## src/hdl/qcfg_pkg.sv

```systemverilog
/*
 * Constants of the common configuration register bank: register byte
 * offsets, ring counts, offered feature set, status bit positions, and
 * the reset timings of the device and of a single ring.
 * Assumes a 20 MHz register clock.
 */
package qcfg_pkg;

    // timing
    localparam int CLK_PERIOD_NS      = 50;
    localparam int DEV_RESET_NS       = 200;
    localparam int DEV_RESET_CYCLES   = (DEV_RESET_NS + CLK_PERIOD_NS - 1) / CLK_PERIOD_NS;
    localparam int RING_RESET_NS      = 400;
    localparam int RING_RESET_CYCLES  = (RING_RESET_NS + CLK_PERIOD_NS - 1) / CLK_PERIOD_NS;
    localparam int CNT_W              = 4;

    // rings: ordinary ones first, management ones directly above them
    localparam int RING_COUNT         = 2;
    localparam int MGMT_RING_COUNT    = 1;
    localparam int ALL_RINGS          = RING_COUNT + MGMT_RING_COUNT;
    localparam int RING_IX_W          = 2;
    localparam int ADDR_WORDS         = 6;
    localparam logic [15:0] MAX_QUEUE_COUNT  = 16'h0002;
    localparam logic [15:0] MGMT_FIRST       = 16'h0002;
    localparam logic [15:0] MGMT_COUNT       = 16'h0001;
    localparam logic [15:0] ALL_RINGS_W      = 16'h0003;
    localparam logic [15:0] MAX_RING_ENTRIES = 16'h0100;

    // register byte offsets within the structure
    localparam logic [5:0] OFS_OFFER_PAGE  = 6'h00;
    localparam logic [5:0] OFS_OFFER_WORD  = 6'h04;
    localparam logic [5:0] OFS_ACCEPT_PAGE = 6'h08;
    localparam logic [5:0] OFS_ACCEPT_WORD = 6'h0C;
    localparam logic [5:0] OFS_CFG_VEC     = 6'h10;
    localparam logic [5:0] OFS_STATUS      = 6'h14;
    localparam logic [5:0] OFS_RING_SIZE   = 6'h18;
    localparam logic [5:0] OFS_RING_RUN    = 6'h1C;
    localparam logic [5:0] OFS_ADDR_FIRST  = 6'h20;
    localparam logic [5:0] OFS_TAG_RESET   = 6'h38;
    localparam logic [5:0] OFS_MGMT        = 6'h3C;

    // feature bit positions
    localparam int FEAT_VERSION_1     = 32;
    localparam int FEAT_RING_PACKED   = 34;
    localparam int FEAT_DOORBELL_TAG  = 39;
    localparam int FEAT_RING_RESET    = 40;
    localparam int MGMT_RING_FEATURE  = 41;
    localparam logic [63:0] OFFERED_FEATURES = (64'h1 << FEAT_VERSION_1)
                                             | (64'h1 << FEAT_DOORBELL_TAG)
                                             | (64'h1 << FEAT_RING_RESET)
                                             | (64'h1 << MGMT_RING_FEATURE);
    localparam int FEATURES_ACCEPTED_BIT = 3;

    // locating capability of this structure
    localparam logic [31:0] COMMON_CFG_OFFSET = 32'h0000_0000;
    localparam logic [7:0]  CAP_BODY_LEN      = 8'h10;
    localparam logic [7:0]  CAP_LEN           = 8'h10;

endpackage

```

## src/hdl/queue_feature_config_bank.sv

```systemverilog
/*
 * Common configuration register bank: feature offer and acceptance,
 * initialization state with timed device reset, configuration change
 * counter and per-ring fields behind a ring pointer.
 * Assumes a simple synchronous register port with byte enables on a
 * 32-bit word; read data follows one cycle after the read strobe.
 */
// Overview of operation
// RULE1: offered word shows page*32 bits, else zero
// RULE2: page 0 is bits 0-31, 1 is 32-63
// RULE3: accepted word keeps only offered written bits
// RULE4: max count excludes management rings
// RULE5: writing zero resets; zero read after completion
// RULE6: counter changes after reading changed configuration
// RULE7: changed flag drives counter bump on read
// RULE8: ring pointer picks per-ring field copy
// RULE9: entry count resets to maximum; zero if absent
// RULE10: without packed rings count is power of two
// RULE11: ring serviced only while run flag is one
// RULE12: device reset clears every run flag
// RULE13: ring reset reads zero after reset, enable
// RULE14: ring reset busy reads one, then clears both
// RULE15: doorbell slot index is read-only unit index
// RULE16: driver writes three area addresses per ring
// RULE17: doorbell tag valid only when feature negotiated
// RULE18: management rings span first to first+count-1
// RULE19: management range sits above, fits 16 bits
// RULE20: structure offset is four-byte aligned
// RULE21: capability length covers all extra data
// RULE22: multiple capabilities listed best first
// RULE23: configuration and per-ring event vectors held
// RULE24: little-endian, 64-bit halves independent
// RULE25: driver uses natural aligned access widths
// RULE26: driver never writes zero to run flag
// RULE27: nonzero state stored; read-only writes ignored
`timescale 1ns/1ns
module queue_feature_config_bank
(
    input  wire logic                            clock,
    input  wire logic                            rst,
    input  wire logic [5:0]                      acc_addr,
    input  wire logic                            acc_wr,
    input  wire logic                            acc_rd,
    input  wire logic [3:0]                      acc_be,
    input  wire logic [31:0]                     acc_wdata,
    output logic      [31:0]                     acc_rdata,
    output logic                                 acc_rvalid,
    input  wire logic                            devcfg_changed,
    input  wire logic                            devcfg_read,
    output logic      [qcfg_pkg::ALL_RINGS-1:0]  ring_run,
    output logic                                 dev_reset_busy,
    output logic                                 features_locked
);
    import qcfg_pkg::*;

    function automatic logic word_hit(input logic [5:0] a, input logic [5:0] ofs);
        word_hit = (a[5:2] == ofs[5:2]);
    endfunction

    function automatic logic pow2_or_zero(input logic [15:0] v);
        pow2_or_zero = ((v & (v - 16'h0001)) == 16'h0000);
    endfunction

    logic [31:0]           offer_page_r;
    logic [31:0]           accept_page_r;
    logic [63:0]           accept_feat_r;
    logic [15:0]           cfg_vec_r;
    logic [7:0]            status_r;
    logic [7:0]            gen_r;
    logic                  chg_flag_r;
    logic [15:0]           sel_r;
    logic                  devrst_busy_r;
    logic [CNT_W-1:0]      devrst_cnt_r;
    logic                  qrst_busy_r;
    logic [CNT_W-1:0]      qrst_cnt_r;
    logic [RING_IX_W-1:0]  qrst_idx_r;
    logic [15:0]           q_size_r [ALL_RINGS];
    logic [15:0]           q_vec_r  [ALL_RINGS];
    logic                  q_en_r   [ALL_RINGS];
    logic                  q_rst_r  [ALL_RINGS];
    logic [31:0]           q_addr_r [ALL_RINGS][ADDR_WORDS];
    logic [31:0]           rd_word;
    logic [31:0]           rdata_r;
    logic                  rvalid_r;

    // byte-lane qualified write strobes; fields are only written whole
    wire wr_word = acc_wr && (acc_be == 4'hF);
    wire wr_lo16 = acc_wr && (acc_be[1:0] == 2'b11);
    wire wr_hi16 = acc_wr && (acc_be[3:2] == 2'b11);
    wire wr_b0   = acc_wr && acc_be[0];

    wire [63:0] negotiated = accept_feat_r;
    wire packed_neg   = negotiated[FEAT_RING_PACKED];
    wire tag_neg      = negotiated[FEAT_DOORBELL_TAG];
    wire rrst_neg     = negotiated[FEAT_RING_RESET];
    wire mgmt_neg     = negotiated[MGMT_RING_FEATURE];

    // management rings exist only once their feature is negotiated
    wire sel_avail = (sel_r < MAX_QUEUE_COUNT)
                  || (mgmt_neg && (sel_r >= MGMT_FIRST) && (sel_r < ALL_RINGS_W)); // [RULE18]
    wire [RING_IX_W-1:0] sel_ix = sel_r[RING_IX_W-1:0];

    wire hit_addr = (acc_addr[5:2] >= OFS_ADDR_FIRST[5:2])
                 && (acc_addr[5:2] < (OFS_ADDR_FIRST[5:2] + 4'(ADDR_WORDS)));
    wire [3:0] addr_slot = acc_addr[5:2] - OFS_ADDR_FIRST[5:2];

    wire dev_start  = wr_b0 && word_hit(acc_addr, OFS_STATUS)
                   && (acc_wdata[7:0] == 8'h00) && !devrst_busy_r; // [RULE5]
    wire dev_done   = devrst_busy_r && (devrst_cnt_r == '0);
    wire stat_store = wr_b0 && word_hit(acc_addr, OFS_STATUS)
                   && (acc_wdata[7:0] != 8'h00) && !devrst_busy_r; // [RULE27]

    wire qrst_start = wr_hi16 && word_hit(acc_addr, OFS_TAG_RESET) && acc_wdata[16]
                   && rrst_neg && sel_avail && !qrst_busy_r && !devrst_busy_r; // [RULE14]
    wire qrst_done  = qrst_busy_r && (qrst_cnt_r == '0);

    wire cfg_bump   = devcfg_read && chg_flag_r; // [RULE7]

    wire [31:0] offer_word = (offer_page_r == 32'h0) ? OFFERED_FEATURES[31:0]
                           : (offer_page_r == 32'h1) ? OFFERED_FEATURES[63:32]
                           : 32'h0000_0000; // [RULE1] [RULE2]
    wire [31:0] accept_word = (accept_page_r == 32'h0) ? accept_feat_r[31:0]
                            : (accept_page_r == 32'h1) ? accept_feat_r[63:32]
                            : 32'h0000_0000;
    wire accept_wr = wr_word && word_hit(acc_addr, OFS_ACCEPT_WORD) && !devrst_busy_r;

    // global registers
    always_ff @(posedge clock or posedge rst) begin
        if (rst) begin
            offer_page_r  <= 32'h0000_0000;
            accept_page_r <= 32'h0000_0000;
            cfg_vec_r     <= 16'h0000;
            sel_r         <= 16'h0000;
        end else if (devrst_busy_r) begin
            offer_page_r  <= 32'h0000_0000;
            accept_page_r <= 32'h0000_0000;
            cfg_vec_r     <= 16'h0000;
            sel_r         <= 16'h0000;
        end else begin
            if (wr_word && word_hit(acc_addr, OFS_OFFER_PAGE))
                offer_page_r <= acc_wdata;
            if (wr_word && word_hit(acc_addr, OFS_ACCEPT_PAGE))
                accept_page_r <= acc_wdata;
            if (wr_lo16 && word_hit(acc_addr, OFS_CFG_VEC))
                cfg_vec_r <= acc_wdata[15:0]; // [RULE23]
            if (wr_hi16 && word_hit(acc_addr, OFS_STATUS))
                sel_r <= acc_wdata[31:16]; // [RULE8]
        end
    end

    // unoffered bits are dropped on write so negotiation needs no later check
    always_ff @(posedge clock or posedge rst) begin
        if (rst) begin
            accept_feat_r <= 64'h0;
        end else if (devrst_busy_r) begin
            accept_feat_r <= 64'h0;
        end else if (accept_wr && (accept_page_r == 32'h0)) begin
            accept_feat_r[31:0] <= acc_wdata & OFFERED_FEATURES[31:0]; // [RULE3]
        end else if (accept_wr && (accept_page_r == 32'h1)) begin
            accept_feat_r[63:32] <= acc_wdata & OFFERED_FEATURES[63:32]; // [RULE3]
        end
    end

    // status keeps its old value until the timed reset has run out
    always_ff @(posedge clock or posedge rst) begin
        if (rst) begin
            status_r      <= 8'h00;
            devrst_busy_r <= 1'b0;
            devrst_cnt_r  <= '0;
        end else if (dev_start) begin
            devrst_busy_r <= 1'b1;
            devrst_cnt_r  <= CNT_W'(DEV_RESET_CYCLES - 1);
        end else if (dev_done) begin
            devrst_busy_r <= 1'b0;
            status_r      <= 8'h00; // [RULE5]
        end else if (devrst_busy_r) begin
            devrst_cnt_r  <= devrst_cnt_r - 1'b1;
        end else if (stat_store) begin
            status_r      <= acc_wdata[7:0]; // [RULE27]
        end
    end

    // a change arriving with the bumping read keeps the flag set
    always_ff @(posedge clock or posedge rst) begin
        if (rst) begin
            chg_flag_r <= 1'b0;
            gen_r      <= 8'h00;
        end else begin
            chg_flag_r <= devcfg_changed || (chg_flag_r && !cfg_bump); // [RULE7]
            if (cfg_bump)
                gen_r <= gen_r + 8'h01; // [RULE6]
        end
    end

    // one ring reset at a time; a second request while the first runs is ignored
    always_ff @(posedge clock or posedge rst) begin
        if (rst) begin
            qrst_busy_r <= 1'b0;
            qrst_cnt_r  <= '0;
            qrst_idx_r  <= '0;
        end else if (devrst_busy_r) begin
            qrst_busy_r <= 1'b0;
        end else if (qrst_start) begin
            qrst_busy_r <= 1'b1;
            qrst_cnt_r  <= CNT_W'(RING_RESET_CYCLES - 1);
            qrst_idx_r  <= sel_ix;
        end else if (qrst_done) begin
            qrst_busy_r <= 1'b0;
        end else if (qrst_busy_r) begin
            qrst_cnt_r  <= qrst_cnt_r - 1'b1;
        end
    end

    // per-ring field copies
    genvar gi;
    generate
        for (gi = 0; gi < ALL_RINGS; gi++) begin : g_ring
            wire hit      = sel_avail && (sel_ix == RING_IX_W'(gi)) && !devrst_busy_r; // [RULE8]
            wire clr      = devrst_busy_r || (qrst_done && (qrst_idx_r == RING_IX_W'(gi)));
            wire size_ok  = (acc_wdata[15:0] <= MAX_RING_ENTRIES)
                         && (packed_neg ? (acc_wdata[15:0] != 16'h0000)
                                        : pow2_or_zero(acc_wdata[15:0])); // [RULE10]
            wire size_wr  = hit && wr_lo16 && word_hit(acc_addr, OFS_RING_SIZE) && size_ok;
            wire vec_wr   = hit && wr_hi16 && word_hit(acc_addr, OFS_RING_SIZE);
            // zero writes to the run flag are ignored, enabling during reset too
            wire run_wr   = hit && wr_lo16 && word_hit(acc_addr, OFS_RING_RUN)
                         && (acc_wdata[15:0] == 16'h0001) && !q_rst_r[gi]; // [RULE26]

            always_ff @(posedge clock or posedge rst) begin
                if (rst) begin
                    q_size_r[gi] <= MAX_RING_ENTRIES;
                    q_vec_r[gi]  <= 16'h0000;
                    q_en_r[gi]   <= 1'b0;
                    q_rst_r[gi]  <= 1'b0;
                end else if (clr) begin
                    q_size_r[gi] <= MAX_RING_ENTRIES; // [RULE9]
                    q_vec_r[gi]  <= 16'h0000;
                    q_en_r[gi]   <= 1'b0; // [RULE12] [RULE14]
                    q_rst_r[gi]  <= 1'b0; // [RULE13] [RULE14]
                end else begin
                    if (size_wr)
                        q_size_r[gi] <= acc_wdata[15:0]; // [RULE9]
                    if (vec_wr)
                        q_vec_r[gi] <= acc_wdata[31:16]; // [RULE23]
                    if (run_wr)
                        q_en_r[gi] <= 1'b1; // [RULE11]
                    if (qrst_start && (sel_ix == RING_IX_W'(gi)))
                        q_rst_r[gi] <= 1'b1; // [RULE14]
                end
            end

            // each 32-bit half of the three 64-bit addresses stands alone
            for (genvar gw = 0; gw < ADDR_WORDS; gw++) begin : g_addr
                always_ff @(posedge clock or posedge rst) begin
                    if (rst)
                        q_addr_r[gi][gw] <= 32'h0000_0000;
                    else if (clr)
                        q_addr_r[gi][gw] <= 32'h0000_0000;
                    else if (hit && wr_word && hit_addr && (addr_slot == 4'(gw)))
                        q_addr_r[gi][gw] <= acc_wdata; // [RULE16] [RULE24]
                end
            end

            assign ring_run[gi] = q_en_r[gi]; // [RULE11]

            AST_SIZE_POW2: assert property (@(posedge clock) disable iff (rst) // [RULE10]
                !packed_neg |-> pow2_or_zero(q_size_r[gi]))
                else $error("ring entry count not a power of two");
            AST_ENABLE_CLEARS_RST: assert property (@(posedge clock) disable iff (rst) // [RULE13]
                $rose(q_en_r[gi]) |-> !q_rst_r[gi])
                else $error("ring reset flag set while ring enabled");
        end
    endgenerate

    // read selection; absent rings and unnegotiated fields read zero
    always_comb begin
        rd_word = 32'h0000_0000;
        case (acc_addr[5:2])
            OFS_OFFER_PAGE[5:2]:  rd_word = offer_page_r;
            OFS_OFFER_WORD[5:2]:  rd_word = offer_word;
            OFS_ACCEPT_PAGE[5:2]: rd_word = accept_page_r;
            OFS_ACCEPT_WORD[5:2]: rd_word = accept_word;
            OFS_CFG_VEC[5:2]:     rd_word = {MAX_QUEUE_COUNT, cfg_vec_r}; // [RULE4]
            OFS_STATUS[5:2]:      rd_word = {sel_r, gen_r, status_r};
            OFS_RING_SIZE[5:2]:   rd_word = sel_avail ? {q_vec_r[sel_ix], q_size_r[sel_ix]}
                                                      : 32'h0000_0000; // [RULE9]
            // doorbell slot index equals the ring number, read-only
            OFS_RING_RUN[5:2]:    rd_word = sel_avail ? {sel_r, 15'h0000, q_en_r[sel_ix]}
                                                      : 32'h0000_0000; // [RULE15]
            OFS_TAG_RESET[5:2]:   rd_word = sel_avail ? {15'h0000, q_rst_r[sel_ix] && rrst_neg,
                                                         tag_neg ? sel_r : 16'h0000}
                                                      : 32'h0000_0000; // [RULE17]
            OFS_MGMT[5:2]:        rd_word = mgmt_neg ? {MGMT_COUNT, MGMT_FIRST}
                                                     : 32'h0000_0000; // [RULE18]
            default: begin
                if (hit_addr && sel_avail)
                    rd_word = q_addr_r[sel_ix][addr_slot[2:0]]; // [RULE24]
            end
        endcase
    end

    // reads have no side effects on this structure
    always_ff @(posedge clock or posedge rst) begin
        if (rst) begin
            rdata_r  <= 32'h0000_0000;
            rvalid_r <= 1'b0;
        end else begin
            rvalid_r <= acc_rd;
            if (acc_rd)
                rdata_r <= rd_word;
        end
    end

    assign acc_rdata       = rdata_r;
    assign acc_rvalid      = rvalid_r;
    assign dev_reset_busy  = devrst_busy_r;
    assign features_locked = status_r[FEATURES_ACCEPTED_BIT];

    AST_OFFER_HIGH_PAGE: assert property (@(posedge clock) disable iff (rst) // [RULE1]
        (acc_rd && word_hit(acc_addr, OFS_OFFER_WORD) && (offer_page_r > 32'h1))
        |=> (acc_rdata == 32'h0000_0000))
        else $error("offered word nonzero for high page");
    AST_OFFER_PAGE_ONE: assert property (@(posedge clock) disable iff (rst) // [RULE2]
        (acc_rd && word_hit(acc_addr, OFS_OFFER_WORD) && (offer_page_r == 32'h1))
        |=> (acc_rdata == OFFERED_FEATURES[63:32]))
        else $error("offered page one shows wrong bits");
    AST_ACCEPT_SUBSET: assert property (@(posedge clock) disable iff (rst) // [RULE3]
        (accept_feat_r & ~OFFERED_FEATURES) == 64'h0)
        else $error("accepted feature not offered");
    AST_DEV_RESET_LEN: assert property (@(posedge clock) disable iff (rst) // [RULE5]
        dev_start |=> devrst_busy_r [*4] ##1 (!devrst_busy_r && status_r == 8'h00))
        else $error("device reset length or final status wrong");
    AST_GEN_CHANGES: assert property (@(posedge clock) disable iff (rst) // [RULE6]
        (devcfg_read && chg_flag_r) |=> (gen_r != $past(gen_r)))
        else $error("change counter did not move");
    AST_FLAG_SET_WINS: assert property (@(posedge clock) disable iff (rst) // [RULE7]
        devcfg_changed |=> chg_flag_r)
        else $error("changed flag lost");
    AST_RUN_CLEARED: assert property (@(posedge clock) disable iff (rst) // [RULE12]
        devrst_busy_r |=> (ring_run == '0))
        else $error("run flag survives device reset");
    AST_RING_RESET_LEN: assert property (@(posedge clock) disable iff (rst) // [RULE14]
        (qrst_start && !devrst_busy_r) |=> q_rst_r[qrst_idx_r] [*8]
        ##1 (!q_rst_r[qrst_idx_r] && !q_en_r[qrst_idx_r]))
        else $error("ring reset length or final flags wrong");
    AST_MGMT_RANGE: assert property (@(posedge clock) disable iff (rst) // [RULE19]
        (MGMT_FIRST >= MAX_QUEUE_COUNT) && ({1'b0, MGMT_COUNT} <= (17'h10000 - {1'b0, MGMT_FIRST})))
        else $error("management range out of bounds");
    // the only locating capability; a second copy would be listed after it
    AST_CAP_LAYOUT: assert property (@(posedge clock) disable iff (rst) // [RULE20] [RULE21] [RULE22]
        (COMMON_CFG_OFFSET[1:0] == 2'b00) && (CAP_LEN >= CAP_BODY_LEN))
        else $error("capability offset or length wrong");

    AST_ABSENT_SIZE_ZERO: assert property (@(posedge clock) disable iff (rst) // [RULE9]
        (acc_rd && word_hit(acc_addr, OFS_RING_SIZE) && !sel_avail)
        |=> (acc_rdata == 32'h0000_0000))
        else $error("absent ring size not zero");

    AST_MAX_COUNT_FIXED: assert property (@(posedge clock) disable iff (rst) // [RULE4]
        (acc_rd && word_hit(acc_addr, OFS_CFG_VEC))
        |=> (acc_rdata[31:16] == MAX_QUEUE_COUNT))
        else $error("maximum ring count wrong");

    // nonzero writes only; a zero write starts the reset instead
    AST_STATUS_STORED: assert property (@(posedge clock) disable iff (rst) // [RULE27]
        stat_store
        |=> ({24'h000000, status_r} == ($past(acc_wdata) & 32'h0000_00FF)))
        else $error("status byte not stored");

endmodule

```

## config.mk

```make
export PLATFORM = sky130hd
export DESIGN_NAME = queue_feature_config_bank
export DESIGN_NICKNAME = d
export VERILOG_FILES = /design/src/hdl/qcfg_pkg.sv /design/src/hdl/queue_feature_config_bank.sv
export SDC_FILE = /design/constraint.sdc
export NUM_CORES = 2
export LEC_CHECK = 0
export BUFFER_PORTS_ARGS = -buffer_cell sky130_fd_sc_hd__buf_2
export CAP_MARGIN = 20
export CORE_MARGIN = 2
export CORE_UTILIZATION = 55
export CTS_CLUSTER_DIAMETER = 60
export DETAILED_ROUTE_END_ITERATION = 16
export PLACE_DENSITY = 0.73
export SYNTH_ARGS = -nofsm -noshare
export SYNTH_HDL_FRONTEND = slang
export SYNTH_SLANG_ARGS = --single-unit
```

## constraint.sdc

```tcl
create_clock -name clock -period 48 [get_ports clock]
set_input_delay 9.6 -clock clock [delete_from_list [all_inputs] [get_ports clock]]
set_output_delay 9.6 -clock clock [all_outputs]
set_load 0.02 [all_outputs]
```

==> out/results.txt <==
Final min period: 12.51 ns
Setup TNS: 0 ns
Initial DRT Pass Iterations: 6
HPWL Detailed: 73400 um
Setup ws final: 35.49 ns
Pwr dens: 35.0 nW/um2
Share of layout cells above drive strength 1: 0.110
Peak Freq: 0.0800 GHz
Global-route wire length before repair: 206000 um
Worst Setup Slack post-DPL: 35.01 ns
Root Driver: clkbuf_16
Required time of the critical path: 48.53 ns
Cells after Synth: 4427
CTS tree: built
Slew @ Worst Pin: 1.48 ns
PortBufs: 83
Syn_nets: 4480
Clock slew at reported path FFs: 0.06 ns
Area of the multi-input gates: 18800 um2
Period utilization: 0.261
WL per Instance: 25.1 um
CP cell instances: buf_2 > buf_4 > nor4bb_4 > buf_4 > nand3_1 > a21oi_1 > o21ai_0 > a22o_1
CORE AREA: 75600 um2
Async SR Flop Fraction: 1.00
CTS Sinks: 840
Crit Path Class: primary input to register
Post-CTS Setup Bufs: 0
Vias per cell: 6.55
Slowest-stage cell, CP: nor4bb_4
Syn avg cell area: 9.43 um2
Commonest non-fill, non-tap cells in the layout: nand2_1 (944), dfrtp_1 (834), a21oi_1 (476), mux2i_1 (437), nor2_1 (360)
Vias in the first global route: 34200
Final setup vio count: 0
Residual DRC: 0
Initial antenna violation count: 4
Total number of vias: 34700
Top_reg_cell synth: dfrtp_1
Leak pwr: 19.4 nW
Cell area after synthesis: 41700 um2
Die Footprint: 78100 um2
RSZ-0062 raised after global routing: false
CP Max Fanout: 35
Number of synthesized flops with an enable pin: 0
CP delay by family, top: compound AO/OA/AOI/OAI gates
Starting DRT DRC Count: 4350
Worst EP arrival: 13.03 ns
Final RePlAce weighted congestion: 0.896
Worst Hold Class: register to register
Worst skew pair latency: 0.65 ns
Peak supply drop: 0.0000309 V
GRT Total Usage: 0.341
Filler cell count: 6359
Final hold viol count: 0
Worst Setup End Kind: register
FF/Latch Area: 21000 um2
Cell area after placement: 42400 um2
Worst path most repeated cell: buf_4
Largest net degree at the start of global routing: 183
TritonCTS buffer count: 86
Crit path largest cell delay: 0.94 ns
Status: finished, final reports clean
Slew Limit Fails: 0
Most common cell after layout, fill and taps aside: nand2_1
YS warnings: 0
Area growth, synth to finish: 8.73%
Antenna-violating nets left: 0
Global route total overflow: 0
H-Tree Depth: 3
Max clock buf depth: 3
Total power: 1.59 mW
Final instance area: 45400 um2
Starting Density: 0.552
Buf/Inv on CP: 3
Slew Limit Headroom: 0.0124
Rows: 101
Final net count: 4307
CP Launch Type: primary input
Core Util, Final: 0.601
Hold-fix buffers, CTS: 0
Clk_skew: 0.0212 ns
PostCTS Resize Cnt: 0
FF+latch count, synth: 840
Final wirelength: 133000 um
Top-Level Pins: 86
DIE HEIGHT: 279 um
Synth cell types: 70
Die W: 279 um
Sequential element share of the synthesized area: 0.504
Max Cap Viol: 0
layout make-up:
class / count / share of cell area
Clock inverter: 24 / 0.00535
Tap cell: 978 / 0.0270
Clock buffer: 133 / 0.0589
Multi-Input combinational cell: 3091 / 0.414
Antenna cell: 1 / 0.0000551
Inverter: 63 / 0.00543
Timing Repair Buffer: 172 / 0.0257
Sequential cell: 840 / 0.463
final timing paths:
kind | start | end | slack, ns | cells past startpoint
min in group asynchronous | rst | q_addr_r[118]$_DFFE_PP0P_ | 9.09 | 2
max | acc_addr[4] | status_r[6]$_DFFE_PP0P_ | 35.49 | 8
min | q_addr_r[205]$_DFFE_PP0P_ | q_addr_r[205]$_DFFE_PP0P_ | 0.48 | 2
min reg2reg | q_addr_r[205]$_DFFE_PP0P_ | q_addr_r[205]$_DFFE_PP0P_ | 0.48 | 2
max reg2reg | sel_r[1]$_DFFE_PP0P_ | acc_rdata[1]$_DFFE_PP0P_ | 43.56 | 8
max in group asynchronous | rst | q_size_r[29]$_DFFE_PP0P_ | 35.90 | 5
where the power goes:
part | leakage, nW | total (mW) | switching, mW | internal (mW)
clock network | 1.45 | 0.695 | 0.290 | 0.405
logic | 6.36 | 0.149 | 0.108 | 0.0410
registers | 11.6 | 0.743 | 0.0182 | 0.725
total | 19.4 | 1.59 | 0.416 | 1.17
synth_stat cells, types with 28 or more instances:
library cell	n	share of area
mux2i_1	437	0.10
nand2_1	944	0.085
o31ai_1	51	0.0092
a211oi_1	28	0.0050
inv_1	62	0.0056
nor2_1	360	0.032
o221ai_1	46	0.0097
mux2_2	105	0.028
a221oi_1	71	0.015
a22oi_1	70	0.013
and3_1	28	0.0042
a21oi_1	476	0.057
nand4_1	50	0.0075
clkbuf_1	305	0.027
nand3_1	40	0.0048
o21ai_0	97	0.012
buf_2	69	0.0083
buf_1	33	0.0030
dfrtp_1	837	0.50
stage by stage:
stage	hold slack (ns)	cells
CTS	0.484	5299
finish	0.485	5302
floorplan	0.446	4427
global placement	0.462	5141
detailed placement	0.470	5142
global route	0.498	5301
sequential cells by signal, indices dropped and copies added (netlist names), 2 cells and up:
name	flops
acc_rdata	32
accept_feat_r	4
accept_page_r	32
cfg_vec_r	16
devrst_cnt_r	4
gen_r	8
offer_page_r	32
q_addr_r	576
q_rst_r	3
q_size_r	48
q_vec_r	48
qrst_cnt_r	4
qrst_idx_r	2
ring_run	3
sel_r	16
status_r	8
worst register-to-register path, cell delays in order (launching register included):
cell      delay, ns
dfrtp_4        0.89
buf_12         0.66
buf_4          0.88
nand2b_2       0.29
buf_4          0.67
o221ai_1       0.27
a21oi_1        0.20
or4_1          0.28
a41oi_1        0.16
routing by layer:
metal | wire [um] | global-route usage
met3 | 12600 | 0.0696
met5 | 27 | 0
met4 | 6770 | 0.165
met1 | 53600 | 0.466
met2 | 60200 | 0.522
logic make-up after synthesis:
logic type | synth area share
AO/OA/AOI/OAI | 0.144
XOR/XNOR | 0.00231
adder cells (fa/ha/maj) | 0.00150
buffers and inverters | 0.0504
flip-flops | 0.504
multiplexers | 0.133
AND/OR/NAND/NOR | 0.165
Power figures use the tool's default switching activity.
